===== config.mk =====
export PLATFORM = sky130hd
export DESIGN_NAME = jbi_device_flat
export DESIGN_NICKNAME = d
export VERILOG_FILES = /design/src/jbi_pkg.sv /design/src/jbi_link_if.sv /design/src/jbi_device.sv /design/src/jbi_sync_edge.sv /design/src/flat_wrapper.sv
export SDC_FILE = /design/constraint.sdc
export NUM_CORES = 1
export LEC_CHECK = 0
export ABC_AREA = 1
export CORE_ASPECT_RATIO = 0.8
export CORE_MARGIN = 5
export CORE_UTILIZATION = 45
export CTS_CLUSTER_SIZE = 10
export DETAILED_ROUTE_END_ITERATION = 7
export DONT_BUFFER_PORTS = 1
export GPL_ROUTABILITY_DRIVEN = 0
export HOLD_SLACK_MARGIN = 0.03
export PLACE_DENSITY = 0.65
export SLEW_MARGIN = 20
export SYNTH_ARGS = -nofsm -noshare
export SYNTH_HDL_FRONTEND = slang
export SYNTH_SLANG_ARGS = --single-unit

===== constraint.sdc =====
create_clock -name sys_clk -period 2.82 [get_ports sys_clk]
set_input_delay 0.564 -clock sys_clk [delete_from_list [all_inputs] [get_ports sys_clk]]
set_output_delay 0.564 -clock sys_clk [all_outputs]
set_load 0.03 [all_outputs]

===== src/jbi_pkg.sv =====
// Shared constants and types for the scan link device and host ends
package jbi_pkg;

  // ****************************************
  // Register and path widths
  // ****************************************
  localparam int IR_W = 16;
  localparam int BS_LEN = 87;
  localparam int ID_W = 32;
  localparam int IND_W = 20;
  localparam int PAY_W = 18;
  localparam int PORT_PINS = 32;

  // ****************************************
  // Instruction codes
  // ****************************************
  localparam logic [IR_W-1:0] IR_EXTEST = 16'h0000;
  localparam logic [IR_W-1:0] IR_SAMPLE = 16'h0002;
  localparam logic [IR_W-1:0] IR_IDCODE = 16'h0004;
  localparam logic [IR_W-1:0] IR_BYPASS = 16'hffff;
  localparam logic [IR_W-1:0] IR_FLASH_FIRST = 16'h0082;
  localparam logic [IR_W-1:0] IR_FLASH_LAST = 16'h0085;
  localparam logic [IR_W-1:0] IR_CAPTURE = 16'h0001;

  // ****************************************
  // Indirect command and answer layout
  // ****************************************
  localparam int OPC_HI = 19;
  localparam int OPC_LO = 18;
  localparam int RES_LSB = 1;
  localparam int BUSY_BIT = 0;

  // ****************************************
  // Boundary cell positions
  // ****************************************
  localparam int BS_RST_EN = 0;
  localparam int BS_RST = 1;
  localparam int BS_XTAL = 2;
  localparam int BS_PULLUP = 3;
  localparam int BS_ADDR_LSB = 4;
  localparam int BS_DATA_LSB = 12;
  localparam int BS_STROBE_LSB = 20;
  localparam int BS_PORT_BASE = 23;

  // ****************************************
  // Host register map (byte offsets) and fields
  // ****************************************
  localparam logic [7:0] REG_CMD = 8'h00;
  localparam logic [7:0] REG_TX = 8'h04;
  localparam logic [7:0] REG_RX = 8'h08;
  localparam logic [7:0] REG_STAT = 8'h0c;
  localparam int CMD_LEN_LSB = 0;
  localparam int CMD_IR_BIT = 8;
  localparam int CMD_RST_BIT = 9;
  localparam logic [5:0] MAX_LEN = 6'h20;
  localparam logic [5:0] SEQ_RST = 6'h1f;
  localparam logic [2:0] SEQ_RST_N = 3'h6;
  localparam logic [5:0] SEQ_DR = 6'h01;
  localparam logic [2:0] SEQ_DR_N = 3'h3;
  localparam logic [5:0] SEQ_IR = 6'h03;
  localparam logic [2:0] SEQ_IR_N = 3'h4;
  localparam logic [5:0] SEQ_POST = 6'h01;
  localparam logic [2:0] SEQ_POST_N = 3'h2;

  // ****************************************
  // Test access port states
  // ****************************************
  typedef enum logic [3:0] {
    TAP_RESET, TAP_IDLE, TAP_SEL_DR, TAP_CAP_DR, TAP_SH_DR, TAP_EX1_DR, TAP_PAU_DR,
    TAP_EX2_DR, TAP_UPD_DR, TAP_SEL_IR, TAP_CAP_IR, TAP_SH_IR, TAP_EX1_IR, TAP_PAU_IR,
    TAP_EX2_IR, TAP_UPD_IR
  } jbi_tap_e;

  typedef enum logic [1:0] {DR_BYP, DR_ID, DR_BS, DR_IND} jbi_dr_e;

  typedef enum logic [2:0] {H_IDLE, H_PRE, H_SHIFT, H_POST, H_DONE} jbi_hst_e;

endpackage


===== src/jbi_link_if.sv =====
// Four-wire scan link between host and device
`timescale 1ns/1ps
interface jbi_link_if;
  logic tck;
  logic tms;
  logic tdi;
  logic tdo;
  modport device (input tck, input tms, input tdi, output tdo);
  modport host (output tck, output tms, output tdi, input tdo);
endinterface


===== src/jbi_device.sv =====
// Device end: test access port, boundary, bypass, identity and indirect registers
`timescale 1ns/1ps
module jbi_device import jbi_pkg::*; #(
  parameter logic [ID_W-1:0] DEVICE_ID = 32'h5a5a_a5a5 // Arbitrary identity value
) (
  // Clock and reset
  input wire logic sys_clk,
  input wire logic resetn,
  // Scan link
  jbi_link_if.device link,
  // Core-side capture sources
  input wire logic reset_enable_core,
  input wire logic pullup_enable_core,
  input wire logic [7:0] special_reg_addr,
  input wire logic [7:0] special_reg_data,
  input wire logic [2:0] special_reg_strobes,
  input wire logic [PORT_PINS-1:0] port_oe_core,
  // Pin-side capture sources
  input wire logic rst_pin_in,
  input wire logic crystal_input_pin,
  input wire logic [PORT_PINS-1:0] port_pin_in,
  // Boundary drive values
  output logic rst_enable_drive,
  output logic rst_out_drive,
  output logic pullup_enable_drive,
  output logic [7:0] special_reg_addr_drive,
  output logic [7:0] special_reg_data_drive,
  output logic [2:0] special_reg_strobes_drive,
  output logic [PORT_PINS-1:0] port_oe_drive,
  output logic [PORT_PINS-1:0] port_out_drive,
  output logic force_inputs_high,
  // Indirect register access
  output logic ind_req,
  output logic ind_write,
  output logic [1:0] ind_sel,
  output logic [PAY_W-1:0] write_payload,
  input wire logic ind_ack,
  input wire logic [PAY_W-1:0] read_result
);

  // ****************************************
  // State
  // ****************************************
  typedef struct packed {
    jbi_tap_e tap;
    logic [IR_W-1:0] ir;
    logic [IR_W-1:0] ir_sh;
    logic byp;
    logic [ID_W-1:0] id_sh;
    logic [BS_LEN-1:0] bs_sh;
    logic [BS_LEN-1:0] bs_upd;
    logic [IND_W-1:0] ind_sh;
    logic busy;
    logic cap_busy;
    logic [PAY_W-1:0] result;
    logic req;
    logic we;
    logic [1:0] sel;
    logic [PAY_W-1:0] payload;
    logic extest;
    logic tdo;
  } jbi_dev_s;
  jbi_dev_s st_q, st_d;
  logic [2:0] lnk_s;
  logic tck_rise, tck_fall;
  logic [PORT_PINS+1:0] pin_s;
  logic [BS_LEN-1:0] cap_vec;
  jbi_dr_e dr_sel;
  logic dr_lsb;
  if (BS_PORT_BASE + 2 * PORT_PINS != BS_LEN) begin : g_chk
    $error("jbi_device: port cells do not fill the boundary chain");
  end
  // Link and pin inputs cross into sys_clk before any logic reads them
  jbi_sync_edge #(.W(3)) u_link_sync (
    .sys_clk(sys_clk),
    .resetn(resetn),
    .d({link.tdi, link.tms, link.tck}),
    .q(lnk_s),
    .rise(tck_rise),
    .fall(tck_fall)
  );

  jbi_sync_edge #(.W(PORT_PINS + 2)) u_pin_sync (
    .sys_clk(sys_clk),
    .resetn(resetn),
    .d({rst_pin_in, crystal_input_pin, port_pin_in}),
    .q(pin_s),
    .rise(),
    .fall()
  );

  // ****************************************
  // Tap state transitions
  // ****************************************
  function automatic jbi_tap_e tap_next(jbi_tap_e s, logic tms);
    unique case (s)
      TAP_RESET: tap_next = tms ? TAP_RESET : TAP_IDLE;
      TAP_IDLE: tap_next = tms ? TAP_SEL_DR : TAP_IDLE;
      TAP_SEL_DR: tap_next = tms ? TAP_SEL_IR : TAP_CAP_DR;
      TAP_CAP_DR: tap_next = tms ? TAP_EX1_DR : TAP_SH_DR;
      TAP_SH_DR: tap_next = tms ? TAP_EX1_DR : TAP_SH_DR;
      TAP_EX1_DR: tap_next = tms ? TAP_UPD_DR : TAP_PAU_DR;
      TAP_PAU_DR: tap_next = tms ? TAP_EX2_DR : TAP_PAU_DR;
      TAP_EX2_DR: tap_next = tms ? TAP_UPD_DR : TAP_SH_DR;
      TAP_UPD_DR: tap_next = tms ? TAP_SEL_DR : TAP_IDLE;
      TAP_SEL_IR: tap_next = tms ? TAP_RESET : TAP_CAP_IR;
      TAP_CAP_IR: tap_next = tms ? TAP_EX1_IR : TAP_SH_IR;
      TAP_SH_IR: tap_next = tms ? TAP_EX1_IR : TAP_SH_IR;
      TAP_EX1_IR: tap_next = tms ? TAP_UPD_IR : TAP_PAU_IR;
      TAP_PAU_IR: tap_next = tms ? TAP_EX2_IR : TAP_PAU_IR;
      TAP_EX2_IR: tap_next = tms ? TAP_UPD_IR : TAP_SH_IR;
      TAP_UPD_IR: tap_next = tms ? TAP_SEL_DR : TAP_IDLE;
    endcase
  endfunction

  // ****************************************
  // Boundary capture vector and data register select
  // ****************************************
  always_comb begin
    cap_vec = '0;
    cap_vec[BS_RST_EN] = reset_enable_core;
    cap_vec[BS_RST] = pin_s[PORT_PINS+1];
    cap_vec[BS_XTAL] = pin_s[PORT_PINS];
    cap_vec[BS_PULLUP] = pullup_enable_core;
    cap_vec[BS_ADDR_LSB +: 8] = special_reg_addr;
    cap_vec[BS_DATA_LSB +: 8] = special_reg_data;
    cap_vec[BS_STROBE_LSB +: 3] = special_reg_strobes;
    // Pin p of port k sits at pair 8k+p, enable first then data
    for (int p = 0; p < PORT_PINS; p++) begin
      cap_vec[BS_PORT_BASE + 2 * p] = port_oe_core[p];
      cap_vec[BS_PORT_BASE + 2 * p + 1] = pin_s[p];
    end
  end

  // Unknown codes fall back to bypass, as the standard expects
  always_comb begin
    if (st_q.ir == IR_EXTEST || st_q.ir == IR_SAMPLE) begin
      dr_sel = DR_BS;
    end else if (st_q.ir == IR_IDCODE) begin
      dr_sel = DR_ID;
    end else if (st_q.ir >= IR_FLASH_FIRST && st_q.ir <= IR_FLASH_LAST) begin
      dr_sel = DR_IND;
    end else begin
      dr_sel = DR_BYP;
    end
    unique case (dr_sel)
      DR_BYP: dr_lsb = st_q.byp;
      DR_ID: dr_lsb = st_q.id_sh[0];
      DR_BS: dr_lsb = st_q.bs_sh[0];
      DR_IND: dr_lsb = st_q.ind_sh[0];
    endcase
  end

  // ****************************************
  // Next state
  // ****************************************
  always_comb begin
    st_d = st_q;
    st_d.req = 1'b0;
    // Capture and shift on the rising link clock
    if (tck_rise) begin
      if (st_q.tap == TAP_CAP_IR) begin
        st_d.ir_sh = IR_CAPTURE;
      end
      if (st_q.tap == TAP_SH_IR) begin
        st_d.ir_sh = {lnk_s[2], st_q.ir_sh[IR_W-1:1]};
      end
      if (st_q.tap == TAP_CAP_DR) begin
        if (dr_sel == DR_BYP) st_d.byp = 1'b0;
        if (dr_sel == DR_ID) st_d.id_sh = DEVICE_ID;
        if (dr_sel == DR_BS) st_d.bs_sh = cap_vec;
        if (dr_sel == DR_IND) begin
          st_d.ind_sh = {1'b0, st_q.result, st_q.busy};
          st_d.cap_busy = st_q.busy;
        end
      end
      if (st_q.tap == TAP_SH_DR) begin
        if (dr_sel == DR_BYP) st_d.byp = lnk_s[2];
        if (dr_sel == DR_ID) st_d.id_sh = {lnk_s[2], st_q.id_sh[ID_W-1:1]};
        if (dr_sel == DR_BS) st_d.bs_sh = {lnk_s[2], st_q.bs_sh[BS_LEN-1:1]};
        if (dr_sel == DR_IND) st_d.ind_sh = {lnk_s[2], st_q.ind_sh[IND_W-1:1]};
      end
      st_d.tap = tap_next(st_q.tap, lnk_s[1]);
    end
    // Update and output change on the falling link clock
    if (tck_fall) begin
      if (st_q.tap == TAP_UPD_IR) begin
        st_d.ir = st_q.ir_sh;
        st_d.extest = (st_q.ir_sh == IR_EXTEST);
      end
      if (st_q.tap == TAP_UPD_DR && dr_sel == DR_BS && st_q.ir == IR_EXTEST) begin
        st_d.bs_upd = st_q.bs_sh;
      end
      // Opcode 0x is a poll and leaves everything alone
      if (st_q.tap == TAP_UPD_DR && dr_sel == DR_IND && st_q.ind_sh[OPC_HI] &&
          !st_q.cap_busy && !st_q.busy) begin
        st_d.busy = 1'b1;
        st_d.req = 1'b1;
        st_d.we = st_q.ind_sh[OPC_LO];
        st_d.sel = st_q.ir[1:0] - IR_FLASH_FIRST[1:0];
        st_d.payload = st_q.ind_sh[PAY_W-1:0];
      end
      if (st_q.tap == TAP_SH_DR) begin
        st_d.tdo = dr_lsb;
      end else if (st_q.tap == TAP_SH_IR) begin
        st_d.tdo = st_q.ir_sh[0];
      end
    end
    // Completion: a read returns its right-justified result
    if (ind_ack && st_q.busy) begin
      st_d.busy = 1'b0;
      if (!st_q.we) st_d.result = read_result;
    end
    if (st_q.tap == TAP_RESET) begin
      st_d.ir = IR_IDCODE;
      st_d.extest = 1'b0;
    end
  end

  always_ff @(posedge sys_clk or negedge resetn) begin
    if (!resetn) begin
      st_q <= '0;
      st_q.tap <= TAP_RESET;
      st_q.ir <= IR_IDCODE;
    end else begin
      st_q <= st_d;
    end
  end

  // ****************************************
  // Outputs, all straight from state
  // ****************************************
  assign link.tdo = st_q.tdo;
  assign rst_enable_drive = st_q.bs_upd[BS_RST_EN];
  assign rst_out_drive = st_q.bs_upd[BS_RST];
  assign pullup_enable_drive = st_q.bs_upd[BS_PULLUP];
  assign special_reg_addr_drive = st_q.bs_upd[BS_ADDR_LSB +: 8];
  assign special_reg_data_drive = st_q.bs_upd[BS_DATA_LSB +: 8];
  assign special_reg_strobes_drive = st_q.bs_upd[BS_STROBE_LSB +: 3];
  for (genvar p = 0; p < PORT_PINS; p++) begin : g_port
    assign port_oe_drive[p] = st_q.bs_upd[BS_PORT_BASE + 2 * p];
    assign port_out_drive[p] = st_q.bs_upd[BS_PORT_BASE + 2 * p + 1];
  end
  assign force_inputs_high = st_q.extest;
  assign ind_req = st_q.req;
  assign ind_write = st_q.we;
  assign ind_sel = st_q.sel;
  assign write_payload = st_q.payload;
endmodule


===== src/jbi_sync_edge.sv =====
// Two-flop synchroniser with edge detect on bit 0
`timescale 1ns/1ps
module jbi_sync_edge #(
  parameter int W = 1
) (
  // Clock and reset
  input wire logic sys_clk,
  input wire logic resetn,
  // Asynchronous inputs
  input wire logic [W-1:0] d,
  // Synchronised view
  output logic [W-1:0] q,
  output logic rise,
  output logic fall
);
  typedef struct packed {
    logic [W-1:0] s1;
    logic [W-1:0] s2;
    logic last;
  } jbi_sync_s;

  jbi_sync_s st_q, st_d;

  if (W < 1) begin : g_chk
    $error("jbi_sync_edge: W must be at least 1");
  end

  // Only the second stage is looked at; the first may be metastable
  always_comb begin
    st_d = st_q;
    st_d.s1 = d;
    st_d.s2 = st_q.s1;
    st_d.last = st_q.s2[0];
  end

  always_ff @(posedge sys_clk or negedge resetn) begin
    if (!resetn) begin
      st_q <= '0;
    end else begin
      st_q <= st_d;
    end
  end

  assign q = st_q.s2;
  assign rise = st_q.s2[0] & ~st_q.last;
  assign fall = ~st_q.s2[0] & st_q.last;
endmodule


===== src/flat_wrapper.sv =====
// flat-port wrapper written by rule: the top's interface ports become plain ports
module jbi_device_flat import jbi_pkg::*;
#(
  parameter logic [ID_W-1:0] DEVICE_ID = 32'h5a5a_a5a5                            
)
  (sys_clk, resetn, reset_enable_core, pullup_enable_core, special_reg_addr, special_reg_data, special_reg_strobes, port_oe_core, rst_pin_in, crystal_input_pin, port_pin_in, rst_enable_drive, rst_out_drive, pullup_enable_drive, special_reg_addr_drive, special_reg_data_drive, special_reg_strobes_drive, port_oe_drive, port_out_drive, force_inputs_high, ind_req, ind_write, ind_sel, write_payload, ind_ack, read_result, link_tck, link_tms, link_tdi, link_tdo);
  jbi_link_if link_i ();
  input wire logic sys_clk;
  input wire logic resetn;
  input wire logic reset_enable_core;
  input wire logic pullup_enable_core;
  input wire logic [7:0] special_reg_addr;
  input wire logic [7:0] special_reg_data;
  input wire logic [2:0] special_reg_strobes;
  input wire logic [PORT_PINS-1:0] port_oe_core;
  input wire logic rst_pin_in;
  input wire logic crystal_input_pin;
  input wire logic [PORT_PINS-1:0] port_pin_in;
  output logic rst_enable_drive;
  output logic rst_out_drive;
  output logic pullup_enable_drive;
  output logic [7:0] special_reg_addr_drive;
  output logic [7:0] special_reg_data_drive;
  output logic [2:0] special_reg_strobes_drive;
  output logic [PORT_PINS-1:0] port_oe_drive;
  output logic [PORT_PINS-1:0] port_out_drive;
  output logic force_inputs_high;
  output logic ind_req;
  output logic ind_write;
  output logic [1:0] ind_sel;
  output logic [PAY_W-1:0] write_payload;
  input wire logic ind_ack;
  input wire logic [PAY_W-1:0] read_result;
  input wire logic [$bits(link_i.tck)-1:0] link_tck;
  input wire logic [$bits(link_i.tms)-1:0] link_tms;
  input wire logic [$bits(link_i.tdi)-1:0] link_tdi;
  output wire logic [$bits(link_i.tdo)-1:0] link_tdo;
  assign link_i.tck = link_tck;
  assign link_i.tms = link_tms;
  assign link_i.tdi = link_tdi;
  assign link_tdo = link_i.tdo;
  jbi_device #(.DEVICE_ID(DEVICE_ID)) u_core (.sys_clk(sys_clk), .resetn(resetn), .link(link_i), .reset_enable_core(reset_enable_core), .pullup_enable_core(pullup_enable_core), .special_reg_addr(special_reg_addr), .special_reg_data(special_reg_data), .special_reg_strobes(special_reg_strobes), .port_oe_core(port_oe_core), .rst_pin_in(rst_pin_in), .crystal_input_pin(crystal_input_pin), .port_pin_in(port_pin_in), .rst_enable_drive(rst_enable_drive), .rst_out_drive(rst_out_drive), .pullup_enable_drive(pullup_enable_drive), .special_reg_addr_drive(special_reg_addr_drive), .special_reg_data_drive(special_reg_data_drive), .special_reg_strobes_drive(special_reg_strobes_drive), .port_oe_drive(port_oe_drive), .port_out_drive(port_out_drive), .force_inputs_high(force_inputs_high), .ind_req(ind_req), .ind_write(ind_write), .ind_sel(ind_sel), .write_payload(write_payload), .ind_ack(ind_ack), .read_result(read_result));
endmodule

==> key figures <==
Route
  • ANT nets after route: 0
  • Via count of the routed design: 11347
  • DRT Pass-1 Iters: 5
  • Total wire length: 36.2 mm
  • Vias per inst: 5.21
  • Iter 0 DRT Violations: 973
  • Post-route DRC: 0
  • Wire per inst: 16.6 um

Global routing
  • Largest net degree at the start of global routing: 382
  • Gr usage total: 0.175
  • First-pass GRT wire length: 60.0 mm
  • Total overflow reported by the global router: 0
  • Initial antenna violation count: 0
  • Vias in the first global route: 11250

STA
  • RSZ-0062 raised after global routing: no
  • Worst-margin pin slew: 1070 ps
  • Final hold violation count: 380
  • Final slew viol count: 0
  • Minimum clock period after layout: 2240 ps
  • Slew headroom: 0.288
  • Clock Skew: 24.4 ps
  • Period Utilization, post-route: 0.795
  • Hold Slack: -267 ps
  • Final setup violation count: 0
  • Setup TNS Final: 0 ps
  • Fmax achieved: 446 MHz

Cells and area
  • Commonest non-fill, non-tap cell in the layout: dfrtp_1
  • Most frequent cells in the layout: dfrtp_1 (380), o21ai_0 (256), nand2_1 (254), inv_1 (234), a21oi_1 (107)
  • Layout cells sized above 1: 0.0598
  • Final nets: 1787
  • Fillers: 3362
  • Footprint of the multi-input gates: 5060 sq um
  • Number of diodes: 0
  • Finished Layout Cells: 2177
  • Layout area overhead: 7.37%
  • Sequential standard cell area: 9540 sq um

Clock network
  • Root buffer cell: clkbuf_16
  • Number of gates resized after cts: 0
  • Worst skew pair latency: 550 ps
  • TritonCTS clock tree: built
  • CTS H-Tree Depth: 2
  • # hold bufs at CTS: 37
  • Postcts setup bufs: 0
  • Reg clk slew, reported paths: 50 ps
  • Cts bufs inserted: 44
  • # clock sinks: 381
  • Clock Path Buffers: 3

Setup path
  • Critical Path Sink Type: flip-flop
  • Startpoint Class: flip-flop
  • Setup slack, reg-to-reg: 580 ps
  • Worst path slowest cell: dfrtp_1
  • Reg2reg end: u_core.st_q[192]
  • Worst reg2reg path depth: 9
  • Max FO, Critical Path: 107
  • Crit-path max cell delay: 380 ps
  • WP data required: 3230 ps
  • Worst setup path category: flip-flop to flip-flop
  • Cell Chain, Critical Path: nor2_1, nand2_1, nor2_4, nand3_2, nor2_4, buf_12, o21ai_0, o21ai_1, o21ai_0
  • Crit path DAT: 2650 ps
  • R2r startpoint: u_core.st_q[300]

Status
  • Status: finished with violations
  • Failing checks: negative hold slack

Die
  • Die Y: 183 um
  • Num rows: 63
  • Die footprint: 41200 sq um
  • Io pins: 221
  • Core box area: 36900 sq um
  • Die X: 226 um
  • Starting Density: 0.454

Power and ir drop
  • Sequential share of power: 0.499
  • Pwr/cell area: 693 nW/um^2
  • Net Sw Frac: 0.247
  • Clock power frac: 0.404
  • VDD IR max: 444 uV
  • P_int: 9.37 mW
  • LEAKAGE: 8.67 nW
  • Reported net switching power: 3.08 mW
  • Comb pwr share: 0.097

Synth
  • Synth top area share: 0.568
  • Yosys synthesis warning count: 0
  • Post-Syn Nets: 1881
  • Synth top area cells: dfrtp_1 (57%), o21ai_0 (7.7%), nand2_1 (5.7%)
  • Syn_area_per_cell: 9.46 sq um
  • #FFs+latches synth: 381
  • Cells after Synth: 1770
  • Sequential share of the synthesized area: 0.569
  • Cell variety after synth: 33
  • Top cell type by total area after synthesis: dfrtp_1
  • Mapped Area: 16700 sq um

Place
  • IO buf count: 0
  • Half-perimeter wire length after placement: 22.8 mm
  • Placed Cells: 2080

Run
  • Max Cap Viol: 0

Min path
  • Hold/Removal Path Class: primary input to asynchronous set/reset pin
through the flow:
stage / worst slack, ps / area, sq um / util / power, mW
after floorplan: 1070 / 16700 / - / 7.14
after global placement: 678 / 16400 / 0.444 / 7.41
after detailed placement: 583 / 16400 / 0.444 / 7.47
after CTS: 566 / 18000 / 0.487 / 12.6
after global routing: 367 / 18000 / 0.487 / 13.1
final: 577 / 18000 / 0.487 / 12.5
worst max-delay path, delay by kind of cell, from the launching register on:
| family | cells | cell delay (ps) |
|---|---|---|
| and+or+nand+nor | 5 | 890 |
| AOI/OAI and AO/OA | 3 | 410 |
| DFF | 1 | 380 |
| buffers and inverters | 1 | 320 |
synthesized netlist by cell type, drive strengths merged:
library cell / count
dfrtp: 380
o21ai: 353
nand2: 255
inv: 235
buf: 149
a21oi: 107
mux2i: 86
clkbuf: 52
nor2: 48
nand3: 41
mux2: 18
a31oi: 15
o22ai: 6
nor3: 4
nor4: 4
o211ai: 3
o32a: 3
o32ai: 3
nand4: 2
a22oi: 1
clkinv: 1
dfstp: 1
o2111ai: 1
o221ai: 1
o31ai: 1
kinds of logic after synthesis:
group / after synthesis / synth area share
muxes: 104 / 0.0635
DFF: 381 / 0.569
buffers and inverters: 437 / 0.130
AOI/OAI and AO/OA: 494 / 0.152
and+or+nand+nor: 354 / 0.0848
power groups by stage:
stage | Sequential [mW] | Combinational, mW | Clock (mW)
after floorplan | 6.22 | 0.916 | 0
after global placement | 6.29 | 1.12 | 0
after detailed placement | 6.31 | 1.16 | 0
after CTS | 6.22 | 1.21 | 5.22
after global routing | 6.27 | 1.40 | 5.43
final | 6.22 | 1.20 | 5.03
sequential cells by signal (all words and copies together) (netlist names), 8 cells and up:
name,cells
u_core.port_oe_drive,32
u_core.st_q,196
u_core.write_payload,18
u_core.special_reg_data_drive,8
u_core.port_out_drive,32
u_core.special_reg_addr_drive,8
u_core.u_pin_sync.q,34
u_core.u_pin_sync.st_d,34
metal layers:
| layer | wire (um) | GRT usage | vias up |
|---|---|---|---|
| met3 | 2630 | 0.0463 | 55 |
| met5 | 0 | 0 | - |
| met2 | 16900 | 0.278 | 311 |
| met1 | 16000 | 0.241 | 5530 |
| met4 | 698 | 0.0424 | 0 |
| li1 | - | - | 5451 |
area by class of cell:
| cell class | count | area share |
|---|---|---|
| multi-input cells | 952 | 0.281 |
| inverters | 236 | 0.0494 |
| clock buffers | 58 | 0.0676 |
| repair buffers | 61 | 0.0362 |
| clock inverters | 2 | 0.00118 |
| flip-flops and latches | 381 | 0.530 |
| well taps | 487 | 0.0339 |
how the worst max path moves through the flow:
stage,from,endpoint,cells past startpoint
after floorplan,u_core.st_q[300],u_core.st_q[235],11
after global placement,u_core.st_q[300],u_core.port_out_drive[14],9
after detailed placement,u_core.st_q[300],u_core.port_out_drive[1],9
after CTS,u_core.st_q[300],u_core.port_out_drive[1],9
after global routing,u_core.st_q[300],u_core.st_q[155],9
final,u_core.st_q[300],u_core.st_q[192],9
(Power assumes the default switching activity.)
